### config.mk
export PLATFORM = sky130hd
export DESIGN_NAME = bss_cmd
export DESIGN_NICKNAME = d
export VERILOG_FILES = /design/src/shared/bss_pkg.sv /design/src/verilog/bss_cmd.sv /design/src/verilog/bss_size_check.sv
export VERILOG_INCLUDE_DIRS = /design/src /design/src/shared
export SDC_FILE = /design/constraint.sdc
export NUM_CORES = 1
export LEC_CHECK = 0
export ABC_AREA = 1
export BUFFER_PORTS_ARGS = -buffer_cell sky130_fd_sc_hd__buf_2
export CORE_AREA = 8 8 62 64
export CTS_BUF_LIST = sky130_fd_sc_hd__clkbuf_8
export CTS_CLUSTER_SIZE = 20
export DETAILED_ROUTE_END_ITERATION = 10
export DIE_AREA = 0 0 70 72
export GPL_ROUTABILITY_DRIVEN = 1
export GPL_TIMING_DRIVEN = 1
export PLACE_DENSITY = 0.74
export SLEW_MARGIN = 40
export SYNTH_ARGS = -nofsm -noshare
export SYNTH_HDL_FRONTEND = slang
export SYNTH_SLANG_ARGS = --single-unit
### constraint.sdc
create_clock -name clk -period 1.7 [get_ports clk]
set_input_delay 0.34 -clock clk [delete_from_list [all_inputs] [get_ports clk]]
set_output_delay 0.34 -clock clk [all_outputs]
set_load 0.02 [all_outputs]
### src/shared/bss_consts.svh
// Constants for the block-size and sleep command handler.
// Assumes a single 125 MHz clock and a command strobe from the link layer.
`ifndef BSS_CONSTS_SVH
`define BSS_CONSTS_SVH
`define BSS_OP_SET_BLOCK   8'hc6
`define BSS_OP_SLEEP_A     8'he6
`define BSS_OP_SLEEP_B     8'h99
`define BSS_BLOCK_DEFAULT  5'h10
`define BSS_STATUS_RESET   8'h40
`define BSS_ERR_ABORT_BIT  2
`define BSS_ST_BUSY_BIT    7
`define BSS_ST_READY_BIT   6
`define BSS_ST_SEEK_BIT    4
`define BSS_ST_ERROR_BIT   0
`endif

### src/shared/bss_pkg.sv
// Types for the block-size and sleep command handler.
// Assumes the constants header is included alongside.
package bss_pkg;
  typedef enum logic [2:0] {
    BSS_IDLE, BSS_FLUSH, BSS_SPIN, BSS_SLEEP
  } bss_state_t;
endpackage : bss_pkg

### src/verilog/bss_cmd.sv
// Block-size and sleep command handler.
// Assumes cmd_valid is a one-cycle strobe from logic on clk, and that
// flush, spin-down and spindle status come from same-clock drive logic.
`timescale 1ns/1ns
`include "bss_consts.svh"
module bss_cmd
  import bss_pkg::*;
(
  input  wire logic       clk,
  input  wire logic       rst,
  input  wire logic       cmd_valid,
  input  wire logic [7:0] cmd_opcode,
  input  wire logic [7:0] cmd_sector_count,
  input  wire logic       soft_reset,
  input  wire logic       link_reset,
  input  wire logic       cache_write_pending,
  input  wire logic       spun_down,
  input  wire logic       spin_down_done,
  output logic            cmd_done,
  output logic [7:0]      command_error_report,
  output logic [7:0]      drive_status_flags,
  output logic [4:0]      block_size,
  output logic            multi_enable,
  output logic            cache_flush_req,
  output logic            spin_down_req,
  output logic            interface_active,
  output logic            sleeping
);
  typedef struct packed {
    bss_state_t st;
    logic       done;
    logic [7:0] err;
    logic [7:0] stat;
    logic [4:0] size;
    logic       multi;
    logic       flush;
    logic       spin;
    logic       if_on;
    logic       asleep;
  } bss_regs_t;

  bss_regs_t  s_reg;
  bss_regs_t  s_next;
  logic       size_ok;
  logic       size_en;

  bss_size_check u_check (
    .count  (cmd_sector_count),
    .valid  (size_ok),
    .enable (size_en)
  );

  always_comb begin
    s_next      = s_reg;
    s_next.done = 1'b0;
    unique case (s_reg.st)
      BSS_IDLE: begin
        if (cmd_valid) begin
          s_next.err  = 8'h00;
          s_next.stat = 8'h00;
          s_next.stat[`BSS_ST_READY_BIT] = 1'b1;
          s_next.stat[`BSS_ST_SEEK_BIT]  = ~spun_down;
          if (cmd_opcode == `BSS_OP_SET_BLOCK) begin
            s_next.done = 1'b1;
            if (size_ok) begin
              s_next.size  = cmd_sector_count[4:0];
              s_next.multi = size_en;
            end else begin
              s_next.multi = 1'b0;
              s_next.err[`BSS_ERR_ABORT_BIT] = 1'b1;
              s_next.stat[`BSS_ST_ERROR_BIT] = 1'b1;
            end
          end else if (cmd_opcode == `BSS_OP_SLEEP_A ||
                       cmd_opcode == `BSS_OP_SLEEP_B) begin
            s_next.stat[`BSS_ST_BUSY_BIT] = 1'b1;
            s_next.flush = 1'b1;
            s_next.st    = BSS_FLUSH;
          end
        end
      end
      BSS_FLUSH: begin
        if (!cache_write_pending) begin
          s_next.flush = 1'b0;
          if (spun_down) begin
            s_next.st = BSS_SLEEP;
          end else begin
            s_next.spin = 1'b1;
            s_next.st   = BSS_SPIN;
          end
        end
      end
      BSS_SPIN: begin
        if (spin_down_done) begin
          s_next.spin = 1'b0;
          s_next.st   = BSS_SLEEP;
        end
      end
      BSS_SLEEP: begin
        if (s_reg.if_on) begin
          s_next.if_on  = 1'b0;
          s_next.asleep = 1'b1;
          s_next.done   = 1'b1;
          s_next.stat[`BSS_ST_BUSY_BIT] = 1'b0;
          s_next.stat[`BSS_ST_SEEK_BIT] = 1'b0;
        end
        if (soft_reset || link_reset) begin
          s_next.if_on  = 1'b1;
          s_next.asleep = 1'b0;
          s_next.st     = BSS_IDLE;
          s_next.stat  = 8'h00;
          s_next.stat[`BSS_ST_READY_BIT] = 1'b1;
        end
      end
      default: s_next.st = BSS_IDLE;
    endcase
  end

  always_ff @(posedge clk) begin
    if (rst) begin
      s_reg       <= '0;
      s_reg.st    <= BSS_IDLE;
      s_reg.size  <= `BSS_BLOCK_DEFAULT;
      s_reg.multi <= 1'b1;
      s_reg.if_on <= 1'b1;
      s_reg.stat  <= `BSS_STATUS_RESET;
    end else begin
      s_reg <= s_next;
    end
  end

  always_comb begin
    cmd_done             = s_reg.done;
    command_error_report = s_reg.err;
    drive_status_flags   = s_reg.stat;
    block_size           = s_reg.size;
    multi_enable         = s_reg.multi;
    cache_flush_req      = s_reg.flush;
    spin_down_req        = s_reg.spin;
    interface_active     = s_reg.if_on;
    sleeping             = s_reg.asleep;
  end

  inval_abort_a: assert property (@(posedge clk) disable iff (rst)
    cmd_valid && s_reg.st == BSS_IDLE && cmd_opcode == 8'hc6 && !size_ok
    |=> cmd_done && !multi_enable && command_error_report == 8'h04)
    else $error("invalid size not aborted");

  zero_size_a: assert property (@(posedge clk) disable iff (rst)
    cmd_valid && s_reg.st == BSS_IDLE && cmd_opcode == 8'hc6 &&
    cmd_sector_count == 8'h00 |=> !multi_enable && command_error_report == 8'h00)
    else $error("zero size mishandled");

  size_store_a: assert property (@(posedge clk) disable iff (rst)
    cmd_valid && s_reg.st == BSS_IDLE && cmd_opcode == 8'hc6 && size_en
    |=> multi_enable && block_size == $past(cmd_sector_count[4:0]))
    else $error("block size not stored");

  size_done_a: assert property (@(posedge clk) disable iff (rst)
    cmd_valid && s_reg.st == BSS_IDLE && cmd_opcode == 8'hc6
    |=> cmd_done)
    else $error("block-size command not completed");

  default_size_a: assert property (@(posedge clk) disable iff (rst)
    $fell(rst) |-> block_size == `BSS_BLOCK_DEFAULT && multi_enable)
    else $error("power-up block size wrong");

  sleep_cause_a: assert property (@(posedge clk) disable iff (rst)
    s_reg.st == BSS_IDLE && !(cmd_valid && (cmd_opcode == 8'he6 ||
    cmd_opcode == 8'h99)) |=> s_reg.st == BSS_IDLE)
    else $error("sleep entered without command");

  flush_first_a: assert property (@(posedge clk) disable iff (rst)
    spin_down_req |-> !cache_flush_req) else $error("spin during flush");

  flush_order_a: assert property (@(posedge clk) disable iff (rst)
    $rose(spin_down_req) |-> $past(cache_write_pending) == 1'b0)
    else $error("spin started with writes pending");

  spin_then_idle_a: assert property (@(posedge clk) disable iff (rst)
    s_reg.st == BSS_SPIN && spin_down_done |=> ##1 !interface_active)
    else $error("interface not idled");

  spin_hold_a: assert property (@(posedge clk) disable iff (rst)
    spin_down_req && !spin_down_done |=> spin_down_req)
    else $error("spin request dropped early");

  sleep_done_a: assert property (@(posedge clk) disable iff (rst)
    $fell(interface_active) |-> cmd_done && sleeping && !drive_status_flags[7])
    else $error("sleep entry incomplete");

  wake_reset_a: assert property (@(posedge clk) disable iff (rst)
    sleeping && !soft_reset && !link_reset |=> !interface_active)
    else $error("woke without reset");

  wake_ready_a: assert property (@(posedge clk) disable iff (rst)
    $rose(interface_active) |-> drive_status_flags == 8'h40 && !sleeping)
    else $error("wake status wrong");

  skip_spin_a: assert property (@(posedge clk) disable iff (rst)
    s_reg.st == BSS_FLUSH && !cache_write_pending && spun_down
    |=> !spin_down_req ##1 sleeping) else $error("spin not skipped");

  abort_stat_a: assert property (@(posedge clk) disable iff (rst)
    command_error_report[2] |-> drive_status_flags[0] && !drive_status_flags[7])
    else $error("abort status wrong");

  abort_only_a: assert property (@(posedge clk) disable iff (rst)
    command_error_report != 8'h00 |-> command_error_report == 8'h04)
    else $error("unexpected error flag");
endmodule : bss_cmd

### src/verilog/bss_size_check.sv
// Block-size validator.
// Assumes a plain 8-bit sector count from the command block.
`timescale 1ns/1ns
module bss_size_check
  import bss_pkg::*;
(
  input  wire logic [7:0] count,
  output logic            valid,
  output logic            enable
);
  always_comb begin
    valid  = (count == 8'h00) || (count == 8'h01) || (count == 8'h02) ||
             (count == 8'h04) || (count == 8'h08) || (count == 8'h10);
    enable = valid && (count != 8'h00);
  end
endmodule : bss_size_check
==> flow_metrics.py <==
metrics = {
    "outcome": {
        "status": "complete, no violations",
    },
    "power_and_ir_drop": {
        "power_density_mw_per_mm2": 1080,
        "ir_drop_v": 0.000666,
        "total_leakage_power_nw": 0.756,
        "total_power_mw": 1.52,
    },
    "die": {
        "die_w_um": 70,
        "fp-row-count": 20,
        "initial_core_util": 0.431,
        "core-area_sq_mm": 0.00290,
        "die_area_sq_mm": 0.00504,
        "fp.dieH_um": 72,
        "io_pins": 51,
    },
    "layout": {
        "fin_util": 0.488,
        "mostFrequentLayoutCells": "nand2_1 (53), buf_2 (39), nor2_1 (31), dfxtp_1 (18), inv_1 (17)",
        "area_growth_pct": 13.1,
        "fillers": 316,
        "largest_reg_flops": 5,
        "final_common_cell": "nand2_1",
        "insertedDiodeCount": 0,
        "nets": 254,
        "drive_gt1_frac": 0.263,
    },
    "clock_network": {
        "cts.clk_slew.worst_paths_ns": 0.08,
        "clockRootBuffer": "clkbuf_8",
        "post_cts_buffers": 0,
        "h-tree-depth": 1,
        "cts_buffers": 3,
        "clockBufferDepth": 2,
        "cts_resized": 0,
        "insertion_delay_ns": 0.26,
        "cts_tree": "done",
        "cts_num_sinks": 18,
        "ctsHoldBuffers": 0,
    },
    "critical_path": {
        "cp.required_ns": 1.90,
        "crit_type": "register to register",
        "crit_arrival_ns": 1.72,
        "critPathLaunchType": "register",
        "crit_top_cell": "nor2_1",
        "r2r_slack_ns": 0.19,
        "setup.worst_path.end_class": "register",
        "slowest_delay_ns": 0.38,
        "critPathMaxFanout": 7,
        "path_cells": "inv_1 > ha_1 > inv_2 > o21ai_2 > nor2_1 > nand2_2 > nor2_1 > nor2_1 > nor2_1",
        "cp_slowest_cell": "dfxtp_1",
    },
    "detailed_routing": {
        "wl_met1_um": 1320,
        "top_layer": "met4",
        "wl_per_cell_um": 11.0,
        "viasPerCell": 4.48,
        "vias": 1151,
        "wl_met3_um": 174,
        "drt-initial-drc-count": 29,
        "wl_met2_um": 1280,
        "firstDrtPassIters": 4,
        "ant_nets": 0,
        "drcViolationCount": 0,
        "wirelength_um": 2820,
    },
    "placement": {
        "place_hpwl_um": 2330,
        "io_buffers": 39,
        "gp_congestion": 0.844,
    },
    "logic_synthesis": {
        "yosysSeqAreaShare": 0.288,
        "mappedNetlistArea_sq_mm": 0.00125,
        "ys_ff_latch": 18,
        "syn-instance-count": 193,
        "yosysUniqueCellTypes": 20,
        "ys_warn_count": 0,
        "syn_area_per_cell_sq_um": 6.48,
    },
    "timing": {
        "rsz0062_at_grt": "no",
        "finalClockSkew_ns": 0.00311,
        "maxSlewViolCount": 0,
        "finalHoldViolations": 0,
        "timing.fmax_mhz": 660,
        "timing.final.crit_share": 0.891,
        "fin_setup_tns_ns": 0,
        "finalSetupViolCount": 0,
        "period_needed_ns": 1.51,
    },
    "grt": {
        "grt_pass1_wl_um": 4820,
        "grt_usage": 0.111,
        "grt_pass1_vias": 1129,
        "antenna_found_initial": 0,
        "grt-ovfl-total": 0,
        "grt_max_degree": 15,
    },
    "run": {
        "maxCapViolCount": 0,
    },
    "worst_hold_path": {
        "min_path_type": "primary input to register",
    },
}
-- power breakdown --
group	total (mW)	leakage, nW	switching [mW]	internal, mW
clock network	0.366	0.0288	0.160	0.206
registers	0.503	0.146	0.0336	0.469
logic	0.655	0.582	0.428	0.227
total	1.52	0.756	0.621	0.903
-- Yosys cell counts --
library cell / number / area, sq um
a21oi_1: 10 / 50.1
buf_4: 22 / 165
conb_1: 1 / 3.75
dfxtp_1: 18 / 360
ha_1: 5 / 62.6
inv_1: 17 / 63.8
inv_2: 3 / 11.3
nand2_1: 53 / 199
nand2_2: 4 / 25.0
nand3_1: 10 / 50.1
nand3_2: 1 / 10.0
nand3b_1: 5 / 37.5
nand4_2: 1 / 12.5
nor2_1: 31 / 116
nor2_2: 2 / 12.5
nor2_4: 2 / 22.5
o21ai_0: 3 / 15.0
o21ai_1: 2 / 10.0
o21ai_2: 2 / 17.5
or2_2: 1 / 6.26
-- path summary, 6_finish.rpt --
| path | start | to | cells past startpoint |
|---|---|---|---|
| max | s_reg[27] | s_reg[27] | 9 |
| min | rst | command_error_report[2] | 2 |
| max reg2reg | s_reg[27] | s_reg[27] | 9 |
| min reg2reg | drive_status_flags[6] | drive_status_flags[6] | 2 |
-- routing by layer --
| layer | vias up | track usage |
|---|---|---|
| li1 | 629 | - |
| met1 | 488 | 0.136 |
| met2 | 30 | 0.181 |
| met3 | 4 | 0.0273 |
| met4 | 0 | 0.0469 |
| met5 | - | 0 |
-- kinds of logic (layout without fill, tap and decap cells) --
kind of cell | after synthesis | after routing | share of synthesized area
other | 1 | 11 | 0.00300
AND/OR/NAND/NOR | 110 | 110 | 0.393
AO/OA/AOI/OAI | 17 | 17 | 0.0740
flip-flops | 18 | 18 | 0.288
buffers and inverters | 42 | 63 | 0.192
adder cells (fa/ha/maj) | 5 | 5 | 0.0500
-- critical path, delay by kind of cell, from the launching register on --
family,cells,cell delay (ns)
compound gates,1,0.06
fa+ha+maj,1,0.32
simple gates,5,0.51
buf+inv,2,0.20
flops,1,0.38
-- stage by stage --
| stage | hold slack (ns) | setup WS, ns | cell area (sq um) | instances |
|---|---|---|---|---|
| 3_3_place_gp | 0.421 | 0.262 | 1360 | 253 |
| 2_1_floorplan | 0.409 | 0.335 | 1290 | 203 |
| 6_report | 0.302 | 0.186 | 1420 | 257 |
| 3_5_place_dp | 0.443 | 0.198 | 1360 | 253 |
| 4_1_cts | 0.301 | 0.180 | 1420 | 257 |
| 5_1_grt | 0.308 | 0.0330 | 1420 | 257 |
-- area by class of cell --
type	instances	area, sq um	share of cell area
clock buffers	4	55.1	0.0389
inverters	20	75.1	0.0531
multi-input cells	143	688	0.486
flip-flops and latches	18	360	0.255
well taps	33	41.3	0.0292
repair buffers	39	195	0.138
Power figures use the tool's default switching activity.
